--- src/rtl/capture_timer_map.vh ---
// Register indices, field positions, reset values and timing counts of the capture timer pair.
`ifndef CAPTURE_TIMER_MAP_VH
`define CAPTURE_TIMER_MAP_VH
// ==================================================================
// Register indices (byte address is four times the index)
`define IDX_CH1_CTRL    8'hD1
`define IDX_CH2_CTRL    8'hE1
`define IDX_CNT_LOW     4'h2
`define IDX_CNT_HIGH    4'h3
`define IDX_DATA_LOW    4'h4
`define IDX_DATA_HIGH   4'h5
`define IDX_FLAG        4'h6
`define IDX_CTRL        4'h1
`define IDX_CH1_PAGE    4'hD
`define IDX_CH2_PAGE    4'hE
// ==================================================================
// Control register fields
`define CTRL_EN_BIT     7
`define CTRL_CLR_BIT    6
`define CTRL_FS_HI      5
`define CTRL_FS_LO      3
`define CTRL_RSV_BIT    2
`define CTRL_MD_HI      1
`define CTRL_MD_LO      0
`define CTRL_RESET      8'h00
`define CTRL_KEEP_MASK  8'hBB
// ==================================================================
// Mode and clock select codes
`define MODE_RELOAD     2'b00
`define MODE_CAP_RISE   2'b01
`define MODE_CAP_FALL   2'b10
`define MODE_CAP_ANY    2'b11
`define FS_SYS12        3'b000
`define FS_EVENT        3'b111
// ==================================================================
// Power states
`define PWR_FAST_ALL    3'd0
`define PWR_FAST_PERI   3'd1
`define PWR_SLOW_ALL    3'd2
`define PWR_SLOW_PERI   3'd3
`define PWR_FULL_STOP   3'd4
// ==================================================================
// Timing counts
`define SYS_DIV         12
`define SYS_DIV_LAST    4'd11
`define PRESCALE_W      18
// ==================================================================
// Bus answers
`define RESP_OKAY       2'b00
`define RESP_SLVERR     2'b10
`endif

--- src/rtl/capture_timer_pair.v ---
// Two-channel 16-bit capture and auto-reload timer with an AXI4-Lite register slave.
// Behaviour
// - Mode 00 runs auto-reload; any other mode runs capture.
// - Clock select picks sys/12, fast/2^4,5,7,10,14,18 or the event pin.
// - Sys/12 runs except in full stop, from fast or slow oscillator.
// - Binary-divided fast clocks run only in fast-all or fast-peripheral state.
// - Enabled counter increments on falling count-clock edge; disabled counter holds.
// - No match is raised while the enable bit is zero.
// - Auto-reload counts 0 to N-1; a match clears the counter.
// - Each auto-reload match sets the interrupt flag.
// - Flag clears by interrupt acknowledge or software write.
// - Capture edge: 01 rising, 10 falling, 11 either.
// - Capture mode wraps modulo 65536; only clear bit resets it.
// - Capture overflow 65535 to 0 sets the interrupt flag.
// - Selected capture-pin edge while counting copies count into data latch.
// - Data latch stays software-writable in capture mode.
// - Writing one to clear bit zeroes the counter; zero does nothing.
// - Clock select 111 counts the channel's own event pin edges.
// - Counter is read-only, resets to zero, changes by count, clear or match.
`timescale 1ns/1ns
`include "capture_timer_map.vh"

module capture_timer_pair (
  input  wire        mclk,
  input  wire        rst_b,
  input  wire [2:0]  power_state,
  input  wire        slow_tick,
  input  wire        ch1_event_pin,
  input  wire        ch2_event_pin,
  input  wire        ch1_capture_pin,
  input  wire        ch2_capture_pin,
  input  wire        ch1_irq_ack,
  input  wire        ch2_irq_ack,
  output wire        ch1_irq_flag,
  output wire        ch2_irq_flag,
  input  wire [11:0] s_axi_awaddr,
  input  wire        s_axi_awvalid,
  output wire        s_axi_awready,
  input  wire [31:0] s_axi_wdata,
  input  wire [3:0]  s_axi_wstrb,
  input  wire        s_axi_wvalid,
  output wire        s_axi_wready,
  output wire [1:0]  s_axi_bresp,
  output wire        s_axi_bvalid,
  input  wire        s_axi_bready,
  input  wire [11:0] s_axi_araddr,
  input  wire        s_axi_arvalid,
  output wire        s_axi_arready,
  output wire [31:0] s_axi_rdata,
  output wire [1:0]  s_axi_rresp,
  output wire        s_axi_rvalid,
  input  wire        s_axi_rready
);

  // ==================================================================
  // Decoding helpers

  // Returns {hit, channel, field index} for a byte address.
  function [5:0] decode;
    input [11:0] addr;
    reg          page_ok;
    reg          fld_ok;
    begin
      page_ok = (addr[9:6] == `IDX_CH1_PAGE) || (addr[9:6] == `IDX_CH2_PAGE);
      fld_ok  = (addr[5:2] >= `IDX_CTRL) && (addr[5:2] <= `IDX_FLAG);
      decode  = {page_ok & fld_ok & (addr[11:10] == 2'b00) & (addr[1:0] == 2'b00),
                 addr[6] ^ 1'b1, addr[5:2]};
    end
  endfunction

  // One-cycle falling edge of prescaler stage sel (binary divider by 2^k).
  function div_tick;
    input [2:0]             sel;
    input [`PRESCALE_W-1:0] pre;
    input                   run;
    begin
      case (sel)
        3'b001:  div_tick = run & (&pre[3:0]);
        3'b010:  div_tick = run & (&pre[4:0]);
        3'b011:  div_tick = run & (&pre[6:0]);
        3'b100:  div_tick = run & (&pre[9:0]);
        3'b101:  div_tick = run & (&pre[13:0]);
        3'b110:  div_tick = run & (&pre[17:0]);
        default: div_tick = 1'b0;
      endcase
    end
  endfunction

  // ==================================================================
  // Reset release

  reg        rst_meta_b_r;
  reg        rst_sync_b_r;

  // The reset asserts at once but releases on mclk so no flop sees a runt release.
  always @(posedge mclk or negedge rst_b) begin
    if (!rst_b) begin
      rst_meta_b_r <= 1'b0;
      rst_sync_b_r <= 1'b0;
    end else begin
      rst_meta_b_r <= 1'b1;
      rst_sync_b_r <= rst_meta_b_r;
    end
  end

  // ==================================================================
  // Shared clock sources

  reg  [`PRESCALE_W-1:0] pre_r;
  reg  [3:0]             div12_r;
  wire                   fast_run;
  wire                   slow_run;
  wire                   base12;
  wire                   tick12;

  // fast gating: binary dividers stop outside the fast states.
  assign fast_run = (power_state == `PWR_FAST_ALL) || (power_state == `PWR_FAST_PERI);
  assign slow_run = (power_state == `PWR_SLOW_ALL) || (power_state == `PWR_SLOW_PERI);
  // sys source: fast oscillator in fast states, slow ticks in slow states, none in full stop.
  assign base12   = fast_run | (slow_run & slow_tick);
  assign tick12   = base12 & (div12_r == `SYS_DIV_LAST);

  // Prescaler runs only in the fast states; the divide-by-12 counter advances on each sys source tick.
  always @(posedge mclk or negedge rst_sync_b_r) begin
    if (!rst_sync_b_r) begin
      pre_r   <= {`PRESCALE_W{1'b0}};
      div12_r <= 4'd0;
    end else begin
      if (fast_run)
        pre_r <= pre_r + 1'b1;
      if (base12)
        div12_r <= tick12 ? 4'd0 : div12_r + 4'd1;
    end
  end

  // ==================================================================
  // Bus slave

  reg        awready_r;
  reg        wready_r;
  reg        bvalid_r;
  reg  [1:0] bresp_r;
  reg        aw_got_r;
  reg        w_got_r;
  reg [11:0] awaddr_r;
  reg  [7:0] wbyte_r;
  reg        wlane_r;
  reg        arready_r;
  reg        rvalid_r;
  reg [31:0] rdata_r;
  reg  [1:0] rresp_r;
  wire       do_wr;
  wire [5:0] wdec;
  wire [5:0] rdec;
  wire [15:0] ctrl_v;
  wire [31:0] cnt_v;
  wire [31:0] dat_v;
  wire [1:0]  flag_v;
  reg  [7:0]  rbyte;

  assign do_wr = aw_got_r & w_got_r;
  assign wdec  = decode(awaddr_r);
  assign rdec  = decode(s_axi_araddr);

  // Read data mux over the per-channel views.
  always @* begin
    case (rdec[3:0])
      `IDX_CTRL:      rbyte = ctrl_v[rdec[4]*8 +: 8];
      `IDX_CNT_LOW:   rbyte = cnt_v[rdec[4]*16 +: 8];
      `IDX_CNT_HIGH:  rbyte = cnt_v[rdec[4]*16+8 +: 8];
      `IDX_DATA_LOW:  rbyte = dat_v[rdec[4]*16 +: 8];
      `IDX_DATA_HIGH: rbyte = dat_v[rdec[4]*16+8 +: 8];
      `IDX_FLAG:      rbyte = {7'd0, flag_v[rdec[4]]};
      default:        rbyte = 8'h00;
    endcase
  end

  // Address and data are caught in either order; the write lands once both are held.
  always @(posedge mclk or negedge rst_sync_b_r) begin
    if (!rst_sync_b_r) begin
      awready_r <= 1'b0;
      wready_r  <= 1'b0;
      bvalid_r  <= 1'b0;
      bresp_r   <= `RESP_OKAY;
      aw_got_r  <= 1'b0;
      w_got_r   <= 1'b0;
      awaddr_r  <= 12'h000;
      wbyte_r   <= 8'h00;
      wlane_r   <= 1'b0;
    end else begin
      if (s_axi_awvalid & awready_r) begin
        awready_r <= 1'b0;
        aw_got_r  <= 1'b1;
        awaddr_r  <= s_axi_awaddr;
      end else if (!aw_got_r & !bvalid_r) begin
        awready_r <= 1'b1;
      end
      if (s_axi_wvalid & wready_r) begin
        wready_r <= 1'b0;
        w_got_r  <= 1'b1;
        wbyte_r  <= s_axi_wdata[7:0];
        wlane_r  <= s_axi_wstrb[0];
      end else if (!w_got_r & !bvalid_r) begin
        wready_r <= 1'b1;
      end
      if (do_wr) begin
        aw_got_r <= 1'b0;
        w_got_r  <= 1'b0;
        bvalid_r <= 1'b1;
        bresp_r  <= wdec[5] ? `RESP_OKAY : `RESP_SLVERR;
      end else if (bvalid_r & s_axi_bready) begin
        bvalid_r <= 1'b0;
      end
    end
  end

  // Reads answer one cycle after the address is taken.
  always @(posedge mclk or negedge rst_sync_b_r) begin
    if (!rst_sync_b_r) begin
      arready_r <= 1'b0;
      rvalid_r  <= 1'b0;
      rdata_r   <= 32'h0000_0000;
      rresp_r   <= `RESP_OKAY;
    end else if (s_axi_arvalid & arready_r) begin
      arready_r <= 1'b0;
      rvalid_r  <= 1'b1;
      rdata_r   <= {24'h00_0000, rdec[5] ? rbyte : 8'h00};
      rresp_r   <= rdec[5] ? `RESP_OKAY : `RESP_SLVERR;
    end else if (rvalid_r & s_axi_rready) begin
      rvalid_r <= 1'b0;
    end else if (!rvalid_r) begin
      arready_r <= 1'b1;
    end
  end

  assign s_axi_awready = awready_r;
  assign s_axi_wready  = wready_r;
  assign s_axi_bvalid  = bvalid_r;
  assign s_axi_bresp   = bresp_r;
  assign s_axi_arready = arready_r;
  assign s_axi_rvalid  = rvalid_r;
  assign s_axi_rdata   = rdata_r;
  assign s_axi_rresp   = rresp_r;

  // ==================================================================
  // Timer channels

  wire [1:0] ev_pin;
  wire [1:0] cap_pin;
  wire [1:0] ack_in;

  assign ev_pin  = {ch2_event_pin, ch1_event_pin};
  assign cap_pin = {ch2_capture_pin, ch1_capture_pin};
  assign ack_in  = {ch2_irq_ack, ch1_irq_ack};

  genvar ch;
  generate
    for (ch = 0; ch < 2; ch = ch + 1) begin : chan
      reg  [7:0]  ctrl_r;
      reg  [15:0] cnt_r;
      reg  [15:0] dat_r;
      reg         flag_r;
      reg  [2:0]  ev_sync_r;
      reg  [2:0]  cap_sync_r;
      wire        hit;
      wire        wr_ctrl;
      wire        wr_flag;
      wire        enable;
      wire        reload;
      wire        ev_fall;
      wire        cap_rise;
      wire        cap_fall;
      wire        cap_hit;
      wire        src_tick;
      wire        step;
      wire        match;
      wire        ovf;
      wire        clr_req;
      wire [15:0] cnt_inc;

      assign hit     = do_wr & wlane_r & wdec[5] & (wdec[4] == ch);
      assign wr_ctrl = hit & (wdec[3:0] == `IDX_CTRL);
      assign wr_flag = hit & (wdec[3:0] == `IDX_FLAG) & wbyte_r[0];
      assign enable  = ctrl_r[`CTRL_EN_BIT];
      // mode choice: only code 00 selects auto-reload.
      assign reload  = (ctrl_r[`CTRL_MD_HI:`CTRL_MD_LO] == `MODE_RELOAD);
      // edge detect: only the second and third stages feed logic.
      assign ev_fall  = ev_sync_r[2] & ~ev_sync_r[1];
      assign cap_rise = ~cap_sync_r[2] & cap_sync_r[1];
      assign cap_fall = cap_sync_r[2] & ~cap_sync_r[1];
      // edge select: 01 rising, 10 falling, 11 either.
      assign cap_hit  = (ctrl_r[`CTRL_MD_LO] & cap_rise) | (ctrl_r[`CTRL_MD_HI] & cap_fall);
      // clock mux; event pin counting on code 111.
      assign src_tick = (ctrl_r[`CTRL_FS_HI:`CTRL_FS_LO] == `FS_SYS12) ? tick12 :
                        (ctrl_r[`CTRL_FS_HI:`CTRL_FS_LO] == `FS_EVENT) ? ev_fall :
                        div_tick(ctrl_r[`CTRL_FS_HI:`CTRL_FS_LO], pre_r, fast_run);
      // gating: a disabled channel sees no count edges.
      assign step    = enable & src_tick;
      assign cnt_inc = cnt_r + 16'h0001;
      // match: enabled reload only, when the next count reaches N.
      assign match   = step & reload & (cnt_inc == dat_r);
      assign ovf     = step & ~reload & (cnt_r == 16'hFFFF);
      // clear strobe: only a written one acts.
      assign clr_req = wr_ctrl & wbyte_r[`CTRL_CLR_BIT];

      // Two stages catch each pin; the third only holds the last value for edge detection.
      always @(posedge mclk or negedge rst_sync_b_r) begin
        if (!rst_sync_b_r) begin
          ev_sync_r  <= 3'b000;
          cap_sync_r <= 3'b000;
        end else begin
          ev_sync_r  <= {ev_sync_r[1:0], ev_pin[ch]};
          cap_sync_r <= {cap_sync_r[1:0], cap_pin[ch]};
        end
      end

      // Control, counter, data latch and flag of one channel.
      always @(posedge mclk or negedge rst_sync_b_r) begin
        if (!rst_sync_b_r) begin
          // reset value of the control register.
          ctrl_r <= `CTRL_RESET;
          cnt_r  <= 16'h0000;
          dat_r  <= 16'h0000;
          flag_r <= 1'b0;
        end else begin
          // clear bit not stored; reserved bit not stored.
          if (wr_ctrl)
            ctrl_r <= wbyte_r & `CTRL_KEEP_MASK;
          // counter changes only by clear, match or count.
          if (clr_req)
            cnt_r <= 16'h0000;
          else if (match)
            cnt_r <= 16'h0000;
          else if (step)
            cnt_r <= cnt_inc;
          // capture while counting wins over a same-cycle software write.
          if (~reload & enable & cap_hit)
            dat_r <= cnt_r;
          // data bytes writable in every mode.
          else if (hit & (wdec[3:0] == `IDX_DATA_LOW))
            dat_r[7:0] <= wbyte_r;
          else if (hit & (wdec[3:0] == `IDX_DATA_HIGH))
            dat_r[15:8] <= wbyte_r;
          // set the flag; set wins over a clear.
          if (match | ovf)
            flag_r <= 1'b1;
          else if (ack_in[ch] | wr_flag)
            flag_r <= 1'b0;
        end
      end

      assign ctrl_v[ch*8 +: 8]   = ctrl_r;
      assign cnt_v[ch*16 +: 16]  = cnt_r;
      assign dat_v[ch*16 +: 16]  = dat_r;
      assign flag_v[ch]          = flag_r;
    end
  endgenerate

  assign ch1_irq_flag = flag_v[0];
  assign ch2_irq_flag = flag_v[1];

endmodule

--- config.mk ---
export PLATFORM = sky130hd
export DESIGN_NAME = capture_timer_pair
export DESIGN_NICKNAME = d
export VERILOG_FILES = /design/src/rtl/capture_timer_pair.v
export VERILOG_INCLUDE_DIRS = /design/src /design/src/rtl
export SDC_FILE = /design/constraint.sdc
export NUM_CORES = 1
export LEC_CHECK = 0
export BUFFER_PORTS_ARGS = -buffer_cell sky130_fd_sc_hd__buf_2
export CORE_MARGIN = 2
export CORE_UTILIZATION = 38
export DETAILED_ROUTE_END_ITERATION = 7
export PLACE_DENSITY_LB_ADDON = 0.3
export SLEW_MARGIN = 0
export SYNTH_ARGS = -nofsm -noshare
export SYNTH_HDL_FRONTEND = slang
export SYNTH_SLANG_ARGS = --single-unit
--- constraint.sdc ---
create_clock -name mclk -period 9.15 [get_ports mclk]
set_input_delay 2.745 -clock mclk [delete_from_list [all_inputs] [get_ports mclk]]
set_output_delay 2.745 -clock mclk [all_outputs]
set_load 0.02 [all_outputs]
==> impl_metrics.yaml, run 1 <==
status:
  status: "finished clean"
setup_path:
  start_kind: "primary input"
  worst-setup-path-type: "in2reg"
  arrival_ps: 5520
  cp-end-kind: "flop"
  cp.required_ps: 9440
  critical_path.max_fanout: 13
synth:
  syn_avg_cell_area_um2: 9.65
  synth_cell_types: 84
  ys_async_sr_fraction_pct: 100
  ys_seq_area_share_pct: 42.1
  synth_ff_type: "dfrtp_1"
  synthCells: 936
  syn_area_um2: 9030
  synth_seq_cells: 152
  synth_edf_count: 0
  ys_warn_count: 0
drt:
  wl_mm: 24.5
  via_per_inst: 5.58
  vias: 7226
  antenna_left: 0
  wl_per_cell_um: 18.9
  drt_iter0_markers: 629
  drt-pass1-iter-count: 7
  drc: 0
timing:
  period_minus_slack_ps: 5240
  worstMarginPinSlew_ps: 1110
  rsz0062_at_grt: "no"
  slew_viol_final: 0
  finalSetupViolCount: 0
  hold_viol_final: 0
  tns_ps: 0
  whs_ps: 251
  period_share_pct: 57.2
  final.setup_skew_ps: 10.8
  max_clock_freq_mhz: 191
  slew-limit-headroom_pct: 25.9
global_routing:
  grt_pass1_wl_mm: 39.5
  grt_overflow_total: 0
  grt_max_degree: 73
  first_global_vias: 6915
  track_usage_pct: 20.7
  antenna_found_initial: 1
clock_network:
  insertion_delay_ps: 440
  cts_made_buffers: 17
  clk_pin_slew_worst_paths_ps: 70
  post_cts_buffers: 0
  cts.path.max_buffers: 2
  cts.sinks: 152
  ctsResizeCount: 0
  htree_levels: 4
  cts_hold_buf: 0
  ctsRootBufferMaster: "clkbuf_16"
  tritoncts: "built"
final_layout:
  fin_nets: 1045
  final_cell_area_um2: 10000
  area_growth_pct: 11.2
  seq_area_um2: 3810
  final_common_cell: "dfrtp_1"
  drive_above_1_share_pct: 17.1
  fillCellCount: 2331
  final_cell_mix: "dfrtp_1, nand2_1, nor2_1"
  multi_input_area_um2: 4770
min_path:
  hp-class: "reg2async"
floorplan:
  pin_count: 120
  start_util_pct: 38.6
  dieArea_um2: 25000
  rows: 56
  die_x_um: 158
  coreArea_um2: 23400
  die_h_um: 158
placement:
  dpl.hpwl_mm: 17.3
  place_area_um2: 9410
  portBuffers: 65
  place.gp.congestion: 0.935
power:
  leakagePower_nw: 4.30
  ir_drop_v: 0.000144
  power_density_nw_per_um2: 188
run:
  cap_violations: 0
registers in the layout, indices dropped and copies added, names as in the netlist, 4 cells and up:
register / count
chan.cnt_r: 32
chan.dat_r: 32
pre_r: 18
awaddr_r: 12
chan.ctrl_r: 12
s_axi_rdata: 8
wbyte_r: 8
chan.cap_sync_r: 6
chan.ev_sync_r: 6
div12_r: 4
per-stage QoR:
stage          cells  total power [mW]  worst slack, ps  util, %
2_1_floorplan    961              1.06             4600        -
3_3_place_gp    1263              1.14             3470     40.2
3_5_place_dp    1263              1.15             3460     40.2
4_1_cts         1295              1.90             3920     42.9
5_1_grt         1296              1.98             3650     42.9
6_report        1296              1.89             3910     42.9
kinds of logic after synthesis:
kind of cell | after synthesis | share of synthesized area (%)
XOR/XNOR | 69 | 6.69
AO/OA/AOI/OAI | 185 | 14.4
buffers and inverters | 105 | 6.09
other | 2 | 0.0831
flip-flops | 152 | 42.1
AND/OR/NAND/NOR | 333 | 20.0
multiplexers | 85 | 9.96
adder cells (fa/ha/maj) | 5 | 0.693
synthesized netlist by cell type (4+ instances only):
cell type  count  area (um2)
nand2b_1      10        62.6
o211ai_1       5        37.5
a21o_1         5        37.5
o21a_1         4        30.0
clkbuf_1      36         135
nand4_1       23         144
nor2b_1        5        31.3
nor4_2         4        50.1
nand2_1       77         289
nand3_1       35         175
nand4b_1       4        35.0
nor3b_1        4        30.0
inv_1         17        63.8
dfrtp_1      152        3800
or3_1          9        56.3
a22oi_1        6        45.0
o221ai_1       4        35.0
nor2_1        77         289
buf_4         35         263
mux2_2        39         439
a21oi_1       54         270
and3_1        16         100
o21ai_0       22         110
ha_1           5        62.6
and4_1         4        35.0
xor2_1        22         193
nor4_1         9        56.3
a221oi_1       7        61.3
a31oi_1        9        56.3
a222oi_1       4        40.0
nor3_1        15        75.1
a22o_1         4        35.0
o2111ai_1      7        61.3
o31ai_1        8        60.1
buf_2         13        65.1
xnor2_1       47         412
mux2i_1       46         460
and2_1         4        25.0
or4_1          9        67.6
a221o_1        7        70.1
layer usage:
metal  GRT usage, %  routed length, um  up-vias
li1               -                  -     3425
met1           29.3              11300     3485
met2           31.5              11000      259
met3           3.72               1510       57
met4           7.64                662        0
met5              0                  0        -
worst max-delay path, cell delays in order:
cell and delay [ps]:
buf_2 130, nor2_1 510, and2_0 400, a31o_2 200, o22a_1 450, nand2_1 220
o21bai_1 740, nor2_1 120
worst paths after layout:
check	from	endpoint	slack, ps	depth (start not counted)
setup / recovery	power_state[2]	chan[1].cnt_r[15]$_DFFE_PN0P_	3910	8
max in group asynchronous	rst_b	rst_sync_b_r$_DFF_PN0_	6970	1
hold / removal	rst_sync_b_r$_DFF_PN0_	chan[1].cnt_r[2]$_DFFE_PN0P_	250	0
setup reg to reg	chan[1].cnt_r[0]$_DFFE_PN0P_	chan[1].cnt_r[15]$_DFFE_PN0P_	5190	8
hold reg to reg	rst_sync_b_r$_DFF_PN0_	chan[1].cnt_r[2]$_DFFE_PN0P_	250	0
min in group mclk	rst_meta_b_r$_DFF_PN0_	rst_sync_b_r$_DFF_PN0_	350	0
where the power goes:
group          internal, mW  total (mW)  switching (mW)
Combinational         0.116       0.243           0.127
Clock                 0.444       0.756           0.312
Sequential            0.757       0.889           0.132
cell type report:
cell class / count / area share, %
antenna: 1 / 0.0249
clock buffer: 18 / 4.37
clock inverter: 14 / 1.87
inverter: 17 / 0.635
multi-input combinational: 704 / 47.5
sequential: 152 / 37.9
tap: 319 / 3.97
timing repair buffer: 71 / 3.69
(Power assumes the default switching activity.)
==> inputs of run 2 (changes only) <==
- ABC_AREA: default -> 1
- clock period: 9.15 -> 4.7 ns (I/O delays scaled with it)
==> run 2 against run 1 <==
Net effect: cell count is 26% higher; power up 100%; synthesized area up 1.7%; clock skew is essentially flat; count of clock-buffer cells in the layout rose by 2; largest cell class unchanged; synthesized cell count increased by 32%; combinational power grew to 3.2 times the previous value; wire length grew 7.7%; sequential cell count unchanged.
==> impl_metrics.yaml, run 2 <==
status:
  status: "finished clean"
synth:
  synth_compound_area_share_pct: 10.8
  synthMuxAreaShare_pct: 0.354
  yosysTopAreaCell: "dfrtp_1"
  synth_ff_type: "dfrtp_1"
  synth_top_area_share_pct: 41.4
  yosysMostFrequentCell: "nand2_1"
  synthSimpleGateAreaFrac_pct: 33.6
  yosys.area_share.adder_pct: 0.681
  synth_area_leaders: "dfrtp_1, nand2_1, nand3_1, inv_1, nor2_1"
  synthCells: 1237
  ys_warn_count: 0
  synth_seq_cells: 152
  ys_seq_area_share_pct: 41.4
  synth_cell_types: 56
  synth_edf_count: 0
  synth_top_family_by_area: "simple AND/OR/NAND/NOR gates"
  ys_top_cells_by_count: "nand2_1, dfrtp_1, inv_1"
  ys_async_sr_fraction_pct: 100
  syn_avg_cell_area_um2: 7.43
  syn_area_um2: 9190
  synth_xor_area_share_pct: 3.08
global_routing:
  grt_overflow_total: 0
  track_usage_pct: 21.0
  antenna_found_initial: 0
  first_global_vias: 7859
  grt_pass1_wl_mm: 42.4
  grt_max_degree: 151
timing:
  period_share_pct: 66.9
  worstMarginPinSlew_ps: 828
  hold_viol_final: 0
  max_clock_freq_mhz: 318
  final.setup_skew_ps: 10.6
  tns_ps: 0
  slew-limit-headroom_pct: 44.7
  finalSetupViolCount: 0
  rsz0062_at_grt: "no"
  period_minus_slack_ps: 3140
  slew_viol_final: 0
power:
  power_mw: 3.86
  power_density_nw_per_um2: 375
  swShare_pct: 34.1
  power_frac_seq_pct: 44.2
  ir_drop_v: 0.000247
  combPwrFrac_pct: 19.9
  leakagePower_nw: 5.07
  pwr-share-clk_pct: 35.8
  internal-power_mw: 2.54
  p_sw_mw: 1.32
floorplan:
  die_x_um: 160
  rows: 56
  start_util_pct: 38.9
  dieArea_um2: 25400
  coreArea_um2: 23600
  pin_count: 120
  die_h_um: 160
clock_network:
  clk_pin_slew_worst_paths_ps: 70
  htree_levels: 4
  ctsResizeCount: 0
  post_cts_buffers: 0
  tritoncts: "built"
  cts_hold_buf: 0
  ctsRootBufferMaster: "clkbuf_16"
  cts.sinks: 152
  cts.path.max_buffers: 2
  cts_made_buffers: 17
  insertion_delay_ps: 430
setup_path:
  crit_chain: "buf_2 -> nor2_4 -> nand2_4 -> nor2_4 -> nand2_2 -> nor2_4 -> nand2_1 -> nand3_1 -> nand3_1 -> buf_4 -> nor2_1 -> nand3_2 -> nand2_1 -> nand2_1"
  cp_slowest_cell: "nand3_2"
  arrival_ps: 3450
  cp_top_family: "simple AND/OR/NAND/NOR gates"
  cp.buffers_inverters: 2
  worst-setup-path-type: "in2reg"
  cp.required_ps: 5010
  cp-end-kind: "flop"
  critical_path.max_fanout: 20
  critPathMaxStageDelay_ps: 350
  start_kind: "primary input"
final_layout:
  reg_top3: "chan.cnt_r x32, chan.dat_r x32, pre_r x18"
  final_cell_mix: "nand2_1, dfrtp_1, inv_1"
  final_cell_area_um2: 10300
  multi_input_area_um2: 4560
  final_cells: 1630
  fillCellCount: 2416
  final_common_cell: "nand2_1"
  seq_area_um2: 3810
  fin_nets: 1380
  drive_above_1_share_pct: 12.6
  antennaDiodeCount: 0
  area_growth_pct: 12.2
drt:
  vias: 8422
  via_per_inst: 5.17
  drt_iter0_markers: 675
  drt-pass1-iter-count: 6
  wl_per_cell_um: 16.2
  drc: 0
  wl_mm: 26.4
  antenna_left: 0
placement:
  dpl.cell_count: 1598
  place_area_um2: 9730
  dpl.hpwl_mm: 19.5
  place.gp.congestion: 0.945
  portBuffers: 65
run:
  cap_violations: 0
min_path:
  hp-class: "reg2reg"
-- run 2: final cells by class --
class	instances	share of cell area (%)
Tap cell	319	3.87
Inverter	156	5.69
Sequential cell	152	36.9
Clock inverter	12	1.25
Clock buffer	20	4.43
Multi-Input combinational cell	901	44.2
Timing Repair Buffer	70	3.64
-- run 2: cell families (layout without fill, tap and decap cells) --
logic type | Yosys count | in the layout
XOR/XNOR | 26 | 26
flip-flops | 152 | 152
other | 2 | 27
multiplexers | 3 | 3
buffers and inverters | 209 | 258
adder cells (fa/ha/maj) | 5 | 5
AND/OR/NAND/NOR | 679 | 679
AO/OA/AOI/OAI | 161 | 161
-- run 2: worst paths after layout --
check / slack (ps) / cells past startpoint / from / end
max: 1560 / 14 / power_state[1] / chan[0].cnt_r[0]$_DFFE_PN0P_
min: 350 / 0 / chan[1].ev_sync_r[0]$_DFF_PN0_ / chan[1].ev_sync_r[1]$_DFF_PN0_
max reg2reg: 1900 / 7 / awaddr_r[4]$_DFFE_PN0P_ / chan[1].cnt_r[7]$_DFFE_PN0P_
min reg2reg: 350 / 0 / chan[1].ev_sync_r[0]$_DFF_PN0_ / chan[1].ev_sync_r[1]$_DFF_PN0_
max in group asynchronous: 3650 / 1 / rst_sync_b_r$_DFF_PN0_ / chan[0].cnt_r[12]$_DFFE_PN0P_
min in group asynchronous: 450 / 1 / rst_sync_b_r$_DFF_PN0_ / awaddr_r[0]$_DFFE_PN0P_
-- run 2: metrics by stage --
| step | util, % | setup slack [ps] | hold WS (ps) |
|---|---|---|---|
| 2_1_floorplan | - | 151 | 331 |
| 4_1_cts | 43.7 | 1530 | 354 |
| 5_1_grt | 43.7 | 1320 | 357 |
| 3_5_place_dp | 41.2 | 1070 | 338 |
| 3_3_place_gp | 41.2 | 1120 | 334 |
| 6_report | 43.7 | 1560 | 351 |
-- run 2: power groups by stage --
stage / registers, mW / clock network, mW / logic, mW
6_report: 1.71 / 1.38 / 0.770
3_5_place_dp: 1.73 / 0 / 0.766
4_1_cts: 1.70 / 1.41 / 0.770
3_3_place_gp: 1.73 / 0 / 0.752
5_1_grt: 1.74 / 1.46 / 0.876
2_1_floorplan: 1.71 / 0 / 0.534
-- run 2: per-layer routing --
layer / track usage [%] / up-vias / wire [um]
li1: - / 4102 / -
met1: 29.7 / 4019 / 12500
met2: 32.4 / 262 / 11700
met3: 3.96 / 39 / 1510
met4: 6.86 / 0 / 630
met5: 0 / - / 0
==> inputs of run 3 (changes only) <==
- clock period: 4.7 -> 3.2 ns (I/O delays scaled with it)
==> run 3 against run 2 <==
Net effect: final area increased by 1.6%; largest cell class unchanged; combinational power increased by 49%; die area unchanged; sequential share of layout area decreased by 0.58 points; non-clock buffer count increased by 17; setup slack got worse by 880 ps; global-route usage increased by 0.62 points; highest routed layer unchanged; via count increased by 0.96%; clock skew increased by 1.6 ps.
==> impl_metrics.yaml, run 3 (synthesized netlist as in run 2, its figures left out) <==
status:
  status: "finished clean"
timing:
  whs_ps: 279
  slew_viol_final: 0
  worstMarginPinSlew_ps: 883
  finalSetupViolCount: 0
  max_clock_freq_mhz: 396
  period_minus_slack_ps: 2520
  hold_viol_final: 0
  slew-limit-headroom_pct: 41.1
  rsz0062_at_grt: "no"
  period_share_pct: 78.8
  tns_ps: 0
  final.setup_skew_ps: 12.2
setup_path:
  arrival_ps: 2850
  critical_path.max_fanout: 17
  cp-startpoint: "chan[1].cnt_r[1]$_DFFE_PN0P_"
  cp.required_ps: 3530
  r2r-start: "chan[1].cnt_r[1]$_DFFE_PN0P_"
  worst-setup-path-type: "reg2reg"
  start_kind: "flop"
  cp-end-kind: "flop"
power:
  leakagePower_nw: 5.17
  ir_drop_v: 0.000400
  power_density_nw_per_um2: 554
clock_network:
  tritoncts: "built"
  ctsResizeCount: 0
  cts.sinks: 152
  ctsRootBufferMaster: "clkbuf_16"
  post_cts_buffers: 0
  cts_made_buffers: 17
  cts.path.max_buffers: 2
  clk_pin_slew_worst_paths_ps: 70
  cts_hold_buf: 0
  htree_levels: 4
  insertion_delay_ps: 450
min_path:
  hp-class: "in2async"
placement:
  place.gp.congestion: 0.956
  portBuffers: 65
  dpl.hpwl_mm: 20.5
final_layout:
  fin_nets: 1397
  final_common_cell: "nand2_1"
  antennaDiodeCount: 0
  area_growth_pct: 14.0
  multi_input_area_um2: 4560
  reg_top3: "chan.cnt_r x32, chan.dat_r x32, pre_r x18"
  seq_area_um2: 3810
  drive_above_1_share_pct: 13.7
  fin_util_pct: 44.4
  final_cell_mix: "nand2_1, dfrtp_1, inv_1"
  fillCellCount: 2407
drt:
  drc: 0
  drt-pass1-iter-count: 5
  antenna_left: 0
  via_per_inst: 5.16
  wl_mm: 27.1
  vias: 8503
  drt_iter0_markers: 863
  wl_per_cell_um: 16.4
global_routing:
  grt_pass1_wl_mm: 43.6
  first_global_vias: 8187
  antenna_found_initial: 0
  grt_max_degree: 64
  track_usage_pct: 21.6
  grt_overflow_total: 0
run:
  cap_violations: 0
floorplan:
  coreArea_um2: 23600
  die_h_um: 160
  dieArea_um2: 25400
  die_x_um: 160
  rows: 56
  start_util_pct: 38.9
  pin_count: 120
[run 3: cell types whose count changed in the layout (fill, tap and decap cells not counted)]
cell	change
buf_4	+16
clkbuf_8	-2
inv_8	+2
buf_12	+1
bufinv_16	+1
clkinv_4	-1
clkinv_8	+1
inv_6	-1
[run 3: final cells by class]
cell class / instances / area share, %
Inverter: 156 / 5.60
Timing Repair Buffer: 87 / 4.92
Multi-Input combinational cell: 901 / 43.5
Tap cell: 319 / 3.81
Clock buffer: 18 / 4.10
Clock inverter: 14 / 1.72
Sequential cell: 152 / 36.3
[run 3: worst paths after layout]
path                                                        to  slack (ps)  cells after the start
worst max-delay path              chan[1].cnt_r[5]$_DFFE_PN0P_         680                     13
worst min-delay path                    rst_sync_b_r$_DFF_PN0_         280                      1
worst max register to register    chan[1].cnt_r[5]$_DFFE_PN0P_         680                     13
worst min register to register         awaddr_r[1]$_DFFE_PN0P_         320                      0
max in group asynchronous         chan[1].dat_r[9]$_DFFE_PN0P_        1970                      1
min in group mclk               chan[1].ev_sync_r[1]$_DFF_PN0_         350                      0
[run 3: power by group]
group	internal, mW	switching [mW]	leakage [nW]
Sequential	2.23	0.298	1.97
Combinational	0.377	0.771	2.91
Clock	1.19	0.938	0.293
Total	3.80	2.01	5.17
[run 3: stage by stage]
step	total power, mW	cell area, um2	setup slack (ps)	instances
CTS	5.82	10500	695	1647
detailed placement	3.70	9870	275	1615
global route	6.11	10500	450	1647
global placement	3.66	9870	294	1615
finish	5.80	10500	678	1647
floorplan	3.30	9290	680	1262
[run 3: critical path, stage by stage, from the launching register on]
cell	delay (ps)
dfrtp_1	490
ha_1	250
nand2_1	230
inv_1	180
nand2_1	130
nand2_1	100
nand2_1	100
nand3_1	70
nor2_1	130
nand3_1	120
nor2_2	130
nand3_4	260
nand3_1	160
nand2_1	60
[run 3: routing by layer]
metal | vias to the layer above | share of wire [%] | global-route usage [%]
met3 | 63 | 6.9 | 3.39
met5 | - | 0 | 0
li1 | 4130 | - | -
met1 | 3974 | 45 | 30.2
met2 | 336 | 45 | 33.7
met4 | 0 | 3.2 | 8.35
